$ cat src/hdl/can_iso_ctrl_pkg.sv
// constants for the isolated can transceiver controller
// assumes a 20 MHz core clock and a 32-bit axi4-lite register port
package can_iso_ctrl_pkg;
   localparam int CLK_HZ = 20_000_000;
   localparam int CYCLES_PER_US = CLK_HZ / 1_000_000;
   // settle margin after the converter is switched on
   localparam int POWER_MARGIN_US = 5000;
   localparam int POWER_WAIT_CYCLES = POWER_MARGIN_US * CYCLES_PER_US;
   // least dominant-timeout period of the transceiver, plain default
   localparam int DTO_MIN_US = 1000;
   localparam int MAX_DOMINANT_BITS = 11;
   // longest bit that keeps eleven dominant bits inside the timeout (rounded down)
   localparam int MAX_BIT_CYCLES = DTO_MIN_US * CYCLES_PER_US / MAX_DOMINANT_BITS;

   localparam logic [7:0] ADDR_CTRL = 8'h00;
   localparam logic [7:0] ADDR_BITDIV = 8'h04;
   localparam logic [7:0] ADDR_TXDATA = 8'h08;
   localparam logic [7:0] ADDR_TXCMD = 8'h0c;
   localparam logic [7:0] ADDR_STATUS = 8'h10;

   localparam int CTRL_ENABLE_BIT = 0;
   localparam int CTRL_NORMAL_BIT = 1;
   localparam logic [1:0] CTRL_RESET = 2'h0;
   localparam logic [15:0] BITDIV_RESET = 16'h0014;
   localparam logic [31:0] TXDATA_RESET = 32'h0000_0000;

   localparam int STAT_READY_BIT = 0;
   localparam int STAT_FAULT_BIT = 1;
   localparam int STAT_RX_LEVEL_BIT = 2;
   localparam int STAT_BUSY_BIT = 3;
   localparam int STAT_RX_EDGE_BIT = 4;
   localparam int STAT_FAULT_SEEN_BIT = 5;

   localparam logic [1:0] RESP_OKAY = 2'h0;
   localparam logic [1:0] RESP_SLVERR = 2'h2;

   typedef enum logic [0:0] {TX_IDLE, TX_SHIFT} tx_state_type;
endpackage

$ cat src/hdl/pin_sync.sv
// two-stage synchroniser for one pin input
// assumes the pin is asynchronous to i_core_clk; reset value chosen per instance
`timescale 1ns/1ps
module pin_sync #(
   parameter logic RESET_VAL = 1'b1
) (
   input wire logic i_core_clk,
   input wire logic i_rst,
   input wire logic i_async,
   output logic o_sync
);
   logic stage1;
   logic next_stage1;
   logic next_sync;

   always_comb begin
      next_stage1 = i_async;
      next_sync = stage1;
      if (i_rst) begin
         next_stage1 = RESET_VAL;
         next_sync = RESET_VAL;
      end
   end

   always_ff @(posedge i_core_clk) begin
      stage1 <= next_stage1;
      o_sync <= next_sync;
   end
endmodule

$ cat src/hdl/can_iso_ctrl.sv
// host-side controller for an isolated can transceiver: axi4-lite registers,
// bit-serial transmit, standby select, enable/fault pin and receive monitor
// assumes the enable/fault wire has an external pull-up and rxd is asynchronous
//
// Our own choices: the address map and the AXI4-Lite interface to the registers.
`timescale 1ns/1ps
module can_iso_ctrl
   import can_iso_ctrl_pkg::*;
#(
   parameter int POWER_WAIT = POWER_WAIT_CYCLES
) (
   input wire logic i_core_clk,
   input wire logic i_rst,
   input wire logic i_s_axi_awvalid,
   output logic o_s_axi_awready,
   input wire logic [7:0] i_s_axi_awaddr,
   input wire logic i_s_axi_wvalid,
   output logic o_s_axi_wready,
   input wire logic [31:0] i_s_axi_wdata,
   input wire logic [3:0] i_s_axi_wstrb,
   output logic o_s_axi_bvalid,
   input wire logic i_s_axi_bready,
   output logic [1:0] o_s_axi_bresp,
   input wire logic i_s_axi_arvalid,
   output logic o_s_axi_arready,
   input wire logic [7:0] i_s_axi_araddr,
   output logic o_s_axi_rvalid,
   input wire logic i_s_axi_rready,
   output logic [31:0] o_s_axi_rdata,
   output logic [1:0] o_s_axi_rresp,
   output logic o_txd,
   output logic o_standby_select,
   output logic o_enable_fault_out,
   output logic o_enable_fault_oe,
   input wire logic i_enable_fault_in,
   input wire logic i_rxd
);
   // bus and register state
   logic aw_held, w_held, next_aw_held, next_w_held;
   logic [7:0] waddr, next_waddr;
   logic [31:0] wdata, next_wdata;
   logic [3:0] wstrb, next_wstrb;
   logic next_awready, next_wready, next_bvalid, next_arready, next_rvalid;
   logic [1:0] next_bresp, next_rresp;
   logic [31:0] next_rdata;
   logic [1:0] ctrl, next_ctrl;
   logic [15:0] bitdiv, next_bitdiv;
   logic [31:0] txdata, next_txdata;
   logic do_write, start_req;
   logic [5:0] start_len;
   logic [31:0] clear_mask;

   // link state
   tx_state_type tx_state, next_tx_state;
   logic [31:0] shift, next_shift;
   logic [5:0] bits_left, next_bits_left;
   logic [15:0] bit_cnt, next_bit_cnt;
   logic [3:0] dom_run, next_dom_run;
   logic [31:0] power_cnt, next_power_cnt;
   logic ready, next_ready;
   logic rx_prev, next_rx_prev;
   logic rx_edge, next_rx_edge;
   logic fault_seen, next_fault_seen;
   logic next_txd, next_standby, next_en_oe;
   logic rxd_s, en_pin_s;
   logic fault_now, bit_tick;
   logic [15:0] bit_period;
   logic [1:0] oe_hist, next_oe_hist;
   logic [31:0] ctrl_merged, bitdiv_merged;

   pin_sync #(.RESET_VAL(1'b1)) u_rxd_sync (
      .i_core_clk(i_core_clk),
      .i_rst(i_rst),
      .i_async(i_rxd),
      .o_sync(rxd_s)
   );

   pin_sync #(.RESET_VAL(1'b0)) u_en_sync (
      .i_core_clk(i_core_clk),
      .i_rst(i_rst),
      .i_async(i_enable_fault_in),
      .o_sync(en_pin_s)
   );

   function automatic logic [31:0] merge(input logic [31:0] old, input logic [31:0] data,
                                         input logic [3:0] strb);
      logic [31:0] res;
      res = old;
      for (int i = 0; i < 4; i++) begin
         if (strb[i]) begin
            res[i*8 +: 8] = data[i*8 +: 8];
         end
      end
      return res;
   endfunction

   // converter released and yet the wire reads low: the transceiver reports a fault
   // wait out the two sync stages after release, else every enable looks like a fault
   assign fault_now = ctrl[CTRL_ENABLE_BIT] && !o_enable_fault_oe && (oe_hist == 2'b00)
                      && !en_pin_s;

   assign ctrl_merged = merge({30'h0, ctrl}, wdata, wstrb);
   assign bitdiv_merged = merge({16'h0, bitdiv}, wdata, wstrb);

   // clamp so that eleven bits never outlast the least dominant timeout
   always_comb begin
      bit_period = bitdiv;
      if (bitdiv == 16'h0000) begin
         bit_period = 16'h0001;
      end else if (bitdiv > 16'(MAX_BIT_CYCLES)) begin
         bit_period = 16'(MAX_BIT_CYCLES);
      end
   end

   always_comb begin
      next_aw_held = aw_held;
      next_w_held = w_held;
      next_waddr = waddr;
      next_wdata = wdata;
      next_wstrb = wstrb;
      next_bvalid = o_s_axi_bvalid;
      next_bresp = o_s_axi_bresp;
      next_rvalid = o_s_axi_rvalid;
      next_rdata = o_s_axi_rdata;
      next_rresp = o_s_axi_rresp;
      next_ctrl = ctrl;
      next_bitdiv = bitdiv;
      next_txdata = txdata;
      start_req = 1'b0;
      start_len = wdata[5:0];
      clear_mask = 32'h0000_0000;
      do_write = aw_held && w_held && !o_s_axi_bvalid;
      if (o_s_axi_bvalid && i_s_axi_bready) begin
         next_bvalid = 1'b0;
      end
      if (o_s_axi_awready && i_s_axi_awvalid) begin
         next_aw_held = 1'b1;
         next_waddr = i_s_axi_awaddr;
      end
      if (o_s_axi_wready && i_s_axi_wvalid) begin
         next_w_held = 1'b1;
         next_wdata = i_s_axi_wdata;
         next_wstrb = i_s_axi_wstrb;
      end
      if (do_write) begin
         next_aw_held = 1'b0;
         next_w_held = 1'b0;
         next_bvalid = 1'b1;
         next_bresp = RESP_OKAY;
         unique case (waddr)
            ADDR_CTRL: next_ctrl = ctrl_merged[1:0];
            ADDR_BITDIV: next_bitdiv = bitdiv_merged[15:0];
            ADDR_TXDATA: next_txdata = merge(txdata, wdata, wstrb);
            ADDR_TXCMD: start_req = wstrb[0];
            ADDR_STATUS: clear_mask = wstrb[0] ? wdata : 32'h0000_0000;
            default: next_bresp = RESP_SLVERR;
         endcase
      end
      if (o_s_axi_rvalid && i_s_axi_rready) begin
         next_rvalid = 1'b0;
      end
      if (o_s_axi_arready && i_s_axi_arvalid) begin
         next_rvalid = 1'b1;
         next_rresp = RESP_OKAY;
         next_rdata = 32'h0000_0000;
         unique case (i_s_axi_araddr)
            ADDR_CTRL: next_rdata = {30'h0, ctrl};
            ADDR_BITDIV: next_rdata = {16'h0, bitdiv};
            ADDR_TXDATA: next_rdata = txdata;
            ADDR_TXCMD: next_rdata = {26'h0, bits_left};
            ADDR_STATUS: begin
               next_rdata[STAT_READY_BIT] = ready;
               next_rdata[STAT_FAULT_BIT] = fault_now;
               next_rdata[STAT_RX_LEVEL_BIT] = rxd_s;
               next_rdata[STAT_BUSY_BIT] = (tx_state == TX_SHIFT);
               next_rdata[STAT_RX_EDGE_BIT] = rx_edge;
               next_rdata[STAT_FAULT_SEEN_BIT] = fault_seen;
            end
            default: next_rresp = RESP_SLVERR;
         endcase
      end
      next_awready = !next_aw_held && !next_bvalid;
      next_wready = !next_w_held && !next_bvalid;
      next_arready = !next_rvalid;
      if (i_rst) begin
         next_aw_held = 1'b0;
         next_w_held = 1'b0;
         next_waddr = 8'h00;
         next_wdata = 32'h0000_0000;
         next_wstrb = 4'h0;
         next_bvalid = 1'b0;
         next_bresp = RESP_OKAY;
         next_rvalid = 1'b0;
         next_rdata = 32'h0000_0000;
         next_rresp = RESP_OKAY;
         next_ctrl = CTRL_RESET;
         next_bitdiv = BITDIV_RESET;
         next_txdata = TXDATA_RESET;
         next_awready = 1'b0;
         next_wready = 1'b0;
         next_arready = 1'b0;
      end
   end

   always_ff @(posedge i_core_clk) begin
      aw_held <= next_aw_held;
      w_held <= next_w_held;
      waddr <= next_waddr;
      wdata <= next_wdata;
      wstrb <= next_wstrb;
      o_s_axi_awready <= next_awready;
      o_s_axi_wready <= next_wready;
      o_s_axi_bvalid <= next_bvalid;
      o_s_axi_bresp <= next_bresp;
      o_s_axi_arready <= next_arready;
      o_s_axi_rvalid <= next_rvalid;
      o_s_axi_rdata <= next_rdata;
      o_s_axi_rresp <= next_rresp;
      ctrl <= next_ctrl;
      bitdiv <= next_bitdiv;
      txdata <= next_txdata;
   end

   assign bit_tick = (bit_cnt == 16'h0000);

   always_comb begin
      next_tx_state = tx_state;
      next_shift = shift;
      next_bits_left = bits_left;
      next_bit_cnt = bit_cnt;
      next_dom_run = dom_run;
      next_power_cnt = power_cnt;
      next_ready = ready;
      next_rx_prev = rxd_s;
      next_oe_hist = {oe_hist[0], o_enable_fault_oe};
      next_txd = 1'b1;
      // drive the open-drain wire low only to hold the converter off
      next_en_oe = !ctrl[CTRL_ENABLE_BIT];
      next_standby = !(ctrl[CTRL_NORMAL_BIT] && ready);
      // a fresh event beats a software clear in the same cycle
      next_rx_edge = (rx_edge && !clear_mask[STAT_RX_EDGE_BIT]) || (rx_prev && !rxd_s);
      next_fault_seen = (fault_seen && !clear_mask[STAT_FAULT_SEEN_BIT]) || fault_now;
      // converter off or faulted restarts the settle wait
      if (!ctrl[CTRL_ENABLE_BIT] || fault_now) begin
         next_power_cnt = 32'h0000_0000;
         next_ready = 1'b0;
      end else if (!ready) begin
         if (power_cnt >= 32'(POWER_WAIT - 1)) begin
            next_ready = 1'b1;
         end else begin
            next_power_cnt = power_cnt + 32'h0000_0001;
         end
      end
      unique case (tx_state)
         TX_IDLE: begin
            next_dom_run = 4'h0;
            if (start_req && start_len != 6'h00 && ready && ctrl[CTRL_NORMAL_BIT]) begin
               next_tx_state = TX_SHIFT;
               next_shift = txdata;
               next_bits_left = start_len;
               next_bit_cnt = bit_period - 16'h0001;
               // low on the transmit pin is a dominant bit
               next_txd = txdata[0];
               next_dom_run = txdata[0] ? 4'h0 : 4'h1;
            end
         end
         TX_SHIFT: begin
            next_txd = o_txd;
            if (bit_tick) begin
               next_bit_cnt = bit_period - 16'h0001;
               next_shift = {1'b1, shift[31:1]};
               next_bits_left = bits_left - 6'h01;
               if (bits_left == 6'h01) begin
                  next_tx_state = TX_IDLE;
                  next_txd = 1'b1;
                  next_bits_left = 6'h00;
               end else if (!shift[1] && dom_run < 4'(MAX_DOMINANT_BITS)) begin
                  next_txd = 1'b0;
                  next_dom_run = dom_run + 4'h1;
               end else begin
                  // an overlong dominant run is broken by a forced recessive bit
                  next_txd = 1'b1;
                  next_dom_run = 4'h0;
               end
            end else begin
               next_bit_cnt = bit_cnt - 16'h0001;
            end
            // losing power or normal mode ends the frame recessive
            if (!ready || !ctrl[CTRL_NORMAL_BIT]) begin
               next_tx_state = TX_IDLE;
               next_txd = 1'b1;
               next_bits_left = 6'h00;
            end
         end
      endcase
      if (i_rst) begin
         next_tx_state = TX_IDLE;
         next_shift = 32'h0000_0000;
         next_bits_left = 6'h00;
         next_bit_cnt = 16'h0000;
         next_dom_run = 4'h0;
         next_power_cnt = 32'h0000_0000;
         next_ready = 1'b0;
         next_rx_prev = 1'b1;
         next_oe_hist = 2'b11;
         next_rx_edge = 1'b0;
         next_fault_seen = 1'b0;
         next_txd = 1'b1;
         next_en_oe = 1'b1;
         next_standby = 1'b1;
      end
   end

   always_ff @(posedge i_core_clk) begin
      tx_state <= next_tx_state;
      shift <= next_shift;
      bits_left <= next_bits_left;
      bit_cnt <= next_bit_cnt;
      dom_run <= next_dom_run;
      power_cnt <= next_power_cnt;
      ready <= next_ready;
      rx_prev <= next_rx_prev;
      oe_hist <= next_oe_hist;
      rx_edge <= next_rx_edge;
      fault_seen <= next_fault_seen;
      // push-pull transmit keeps bit edges sharp without a pull-up
      o_txd <= next_txd;
      o_standby_select <= next_standby;
      o_enable_fault_oe <= next_en_oe;
      o_enable_fault_out <= 1'b0;
   end
endmodule

$ cat config.mk
export PLATFORM = sky130hd
export DESIGN_NAME = can_iso_ctrl
export DESIGN_NICKNAME = d
export VERILOG_FILES = /design/src/hdl/can_iso_ctrl_pkg.sv /design/src/hdl/pin_sync.sv /design/src/hdl/can_iso_ctrl.sv
export SDC_FILE = /design/constraint.sdc
export NUM_CORES = 1
export LEC_CHECK = 0
export BUFFER_PORTS_ARGS = -buffer_cell sky130_fd_sc_hd__buf_2
export CORE_ASPECT_RATIO = 1.4
export CORE_MARGIN = 2
export CORE_UTILIZATION = 43
export CTS_CLUSTER_SIZE = 30
export DETAILED_ROUTE_END_ITERATION = 6
export HOLD_SLACK_MARGIN = 0.12
export SLEW_MARGIN = 0
export SYNTH_ARGS = -nofsm -noshare
export SYNTH_HDL_FRONTEND = slang
export SYNTH_SLANG_ARGS = --single-unit
$ cat constraint.sdc
create_clock -name i_core_clk -period 3.8 [get_ports i_core_clk]
set_clock_uncertainty 0.1 [all_clocks]
set_input_delay 0.38 -clock i_core_clk [delete_from_list [all_inputs] [get_ports i_core_clk]]
set_output_delay 0.38 -clock i_core_clk [all_outputs]
set_load 0.01 [all_outputs]
# After elaboration in Yosys (flattened, before gate mapping)
# Cells that the tools add are included.
# totals
regBits	241
word_cells	170
# classes
add_sub_neg	5
order_cmp	3
n_eq_ne	13
n_mux	49
bitwise_logic	3
reduce_logical	59
# op_table
operator	count
$mux W16	4
$mux W32	2
$pmux W32 S2	1
$pmux W26 S2	1
$mux W6	7
$add A32 B1 Y32 const B	1
$eq A8 B4 Y1 const B	4
$ge A32 B17 Y1 const B	1
$logic_not A16 Y1	2
$pmux W16 S2	1
$sub A16 B1 Y16 const B	2
$pmux W6 S5	1
$mux W1	23
$reduce_and A3 Y1	7
$logic_and A1 B1 Y1	20
$eq A8 B3 Y1 const B	2
$eq A8 B5 Y1 const B	2
$gt A16 B11 Y1 const B	1
$logic_not A8 Y1	2
$logic_not A1 Y1	15
$mux W4	3
$pmux W6 S2	1
$reduce_or A5 Y1	2
$pmux W4 S2	1
15 further kinds	26

# Longest topological paths before layout
# depth
depth_word	8
depth_mapped	11

# Hierarchy
# From an unflattened synthesis, not the netlist that was laid out.
# hier_totals
hier_cells	1204
hier_area_um2	10139.7
# by_module_without_submodules
module	n_inst	cells_per_inst	area_each_um2	seq_area_each_um2
can_iso_ctrl	1	1196	10034.6	4684.5
pin_sync	2	4	52.6	40.0

# Least setup slack after synthesis
# No wires, ideal clock.
# synth_path
path_kind	register to register
start	register bitdiv[11]
end	register bit_cnt[8]
setup_time_ns	0.070
t_arrival_ns	2.317
setup_slack_ns	1.312
path_stages_with_launch	11
n_path_buf	0
cell_sequence	dfxtp_1 > or4_1 > nor2_1 > o21a_1 > nor2b_1 > ha_1 > nand2_1 > or3_1 > o2111ai_1 > a21oi_1 > a21oi_1
# synth_between
elab_chain_cells	6
# synth_rtl
element	line	rtl
from (decl)	can_iso_ctrl.sv:47	logic [15:0] bitdiv, next_bitdiv;
from (signal assigned)	can_iso_ctrl.sv:220	bitdiv <= next_bitdiv;
$gt A16 B11 Y1	can_iso_ctrl.sv:110	end else if (bitdiv > 16'(MAX_BIT_CYCLES)) begin
$mux W16	can_iso_ctrl.sv:110	
$mux W16 (*)	can_iso_ctrl.sv:108	if (bitdiv == 16'h0000) begin
$sub A16 B1 Y16 (*)	can_iso_ctrl.sv:261, can_iso_ctrl.sv:270	
$mux W16, on equally long branches	can_iso_ctrl.sv:269, can_iso_ctrl.sv:257	
$pmux W16 S2 (*)	can_iso_ctrl.sv:254	unique case (tx_state)
to (signal assigned)	can_iso_ctrl.sv:318	bit_cnt <= next_bit_cnt;
to (decl)	can_iso_ctrl.sv:57	logic [15:0] bit_cnt, next_bit_cnt;
# Every way passes the cells marked *; elsewhere a longest branch is shown, timed or not. The select of a mux whose other input is x is not followed.
# A chain may end at the register's enable or synchronous reset.

# Worst setup path after layout
# Ends and elaborated chain as after synthesis.

==> results_dict.tcl <==
set metrics [dict create \
    outcome "finished clean" \
    crit_arrival_ps 3180 \
    syn_avg_cell_area_sq_um 8.45 \
    grt_setup_unrepaired "false" \
    drive_gt1_share_pct 13.9 \
    fin_nets 1361 \
    hold_viol 0 \
    antenna_found_initial 0 \
    cp-start-kind "flip-flop" \
    first_global_vias 8325 \
    drc 0 \
    gp_congestion 0.905 \
    power.density_cell_area_nw_per_um2 454 \
    max_freq_mhz 354 \
    grt_use_total_pct 20.7 \
    fillCellCount 2218 \
    ir_worst_vdd_mv 0.472 \
    max_cap_violations 0 \
    finalMaxSlewViolations 0 \
    antenna_cells 0 \
    rows 65 \
    cp_cell_sequence "or4_1 > nor2_1 > o21a_1 > nor2b_1 > ha_1 > nand2_1 > or3_1 > o2111ai_1 > a21oi_1 > a21oi_1" \
    start_util_pct 43.9 \
    ioPinCount 106 \
    ys_types 64 \
    post-synth-top-count-cell "dfxtp_1" \
    worst_pin_slew_ps 961 \
    grt_max_degree 156 \
    p_leak_uw 0.00440 \
    worst_skew_pair.late_latency_ps 530 \
    drt.antenna.violating_nets 0 \
    grt_pass1_wl_mm 41.7 \
    cts_sinks 238 \
    yosysTopAreaCell "dfxtp_1" \
    cts.clk_slew.worst_paths_ps 60 \
    synthMuxAreaShare_pct 5.66 \
    synthXorXnorAreaFrac_pct 1.85 \
    cts_tree "done" \
    finalSetupViolCount 0 \
    dpl.hpwl_mm 17.2 \
    drt_iter0_drc 404 \
    synthCells 1174 \
    critPathMaxFanout 7 \
    cp_common_cell "a21oi_1" \
    critPathKind "reg -> reg" \
    die_w_um 132 \
    hp-class "in -> reg" \
    viasPerCell 5.32 \
    synth.area.top_cells "dfxtp_1 (48%), nand2_1 (8.1%), a21oi_1 (6.4%)" \
    reg2regPathDepth 10 \
    synthTopCellsByCount "dfxtp_1 (238), nand2_1 (214), a21oi_1 (126)" \
    yosys.area_share.simple_pct 24.7 \
    root_buffer "clkbuf_16" \
    slowest_delay_ps 610 \
    yosysWarnings 0 \
    synthAdderAreaFrac_pct 0.883 \
    gr-total-overflow 0 \
    die-area_sq_um 24300 \
    min_period_ps 2830 \
    fin_tns_setup_ps 0 \
    clk_path_buf_depth 3 \
    vias 8579 \
    netlist.area_leader.share_pct 48.0 \
    period_share_pct 74.4 \
    io_buffers 102 \
    cp_slowest_cell "or4_1" \
    synth_top_family_by_area "simple AND/OR/NAND/NOR gates" \
    synthToLayoutAreaGrowth_pct 20.9 \
    relSlewSlack_pct 35.5 \
    yosysSeqAreaShare_pct 48.0 \
    finalWirelength_mm 25.4 \
    worstPathRequired_ps 4150 \
    wl_per_cell_um 15.8 \
    finalCoreUtilization_pct 53.1 \
    cts_inserted_buffers 25 \
    synthArstFlopShare_pct 0 \
    h-tree-depth 1 \
    design.core.area_sq_um 22600 \
    drtPass1Iterations 5 \
    hold_depth 3 \
    synth-edff-count 0 \
    end_kind "flip-flop" \
    die_height_um 184 \
    syn_area_sq_um 9920 \
    synth_compound_area_share_pct 15.1 \
    synth_flop_cell "dfxtp_1" \
    synth.ff_latch_count 238 \
]
==> worst paths after layout <==
| check | start | slack (ps) | end |
|---|---|---|---|
| min reg2reg | u_rxd_sync.stage1 | 310 | u_rxd_sync.o_sync |
| min | i_rst | 210 | bitdiv[2] |
| max reg2reg | bitdiv[11] | 970 | bit_cnt[8] |
| max | bitdiv[11] | 970 | bit_cnt[8] |
==> state kept, by name, summed over array words and instances, names as in the netlist, 2 cells and up <==
| name | cells |
|---|---|
| bit_cnt | 16 |
| bitdiv | 16 |
| bits_left | 6 |
| ctrl | 2 |
| dom_run | 4 |
| o_s_axi_rdata | 32 |
| oe_hist | 2 |
| power_cnt | 32 |
| shift | 31 |
| txdata | 32 |
| waddr | 8 |
| wdata | 32 |
| wstrb | 4 |
==> power breakdown <==
group | switching, uW | leakage (uW) | internal, uW
sequential | 33.5 | 0.00193 | 2540
clock | 1000 | 0.000444 | 1610
combinational | 148 | 0.00203 | 113
==> metal layers <==
metal  track usage [%]  wire length [um]
met1              24.6             10800
met2              38.4             12900
met3              2.48               982
met4              7.01               779
met5                 0                 0
==> area by class of cell <==
class	instances	area (sq um)	share of cell area (%)
sequential	238	4770	39.7
multi-input combinational	854	4820	40.2
clock inverter	15	208	1.73
tap	301	377	3.14
timing repair buffer	163	1110	9.23
inverter	11	41.3	0.344
clock buffer	31	678	5.65
==> stage by stage <==
step / power [uW] / cell area, sq um / hold WS (ps) / cells / setup slack (ps)
2_1_floorplan: 2760 / 9930 / 289 / 1176 / 1310
3_3_place_gp: 2850 / 10600 / 297 / 1519 / 1030
3_5_place_dp: 2850 / 10600 / 296 / 1519 / 977
4_1_cts: 5500 / 12000 / 199 / 1613 / 958
5_1_grt: 5630 / 12000 / 225 / 1613 / 752
6_report: 5440 / 12000 / 209 / 1613 / 972
==> kinds of logic (layout without fill, tap and decap cells) <==
group | Yosys count | count (layout)
AND/OR/NAND/NOR | 520 | 520
AO/OA/AOI/OAI | 247 | 247
flip-flops | 238 | 238
buffers and inverters | 84 | 220
multiplexers | 56 | 56
XOR/XNOR | 21 | 21
adder cells (fa/ha/maj) | 7 | 7
other | 1 | 3
==> cells in the final DEF (no fill, tap or decap), drive strengths merged, types with 20 or more instances in the layout <==
master	synthesis	routed
dfxtp	238	238
nand2	214	214
a21oi	127	127
nor2	121	121
buf	27	115
mux2i	55	55
dlygate4sd3	0	48
a211oi	39	39
nand3	35	35
nor3	33	33
clkbuf	46	31
o21ai	29	29
and2	25	25
nor4	20	20
==> critical path: cells and delay by family, from the launching register on <==
kind | cells | cell delay (ps)
and+or+nand+nor | 5 | 1440
AOI/OAI and AO/OA | 4 | 610
DFF | 1 | 320
adders and majority gates | 1 | 280
==> timing repair <==
action,CTS,global route
gates resized for setup,0,0
hold buffers,48,0
buffers inserted,0,0
endpoints found under the hold margin,50,0
Power figures use the tool's default switching activity.
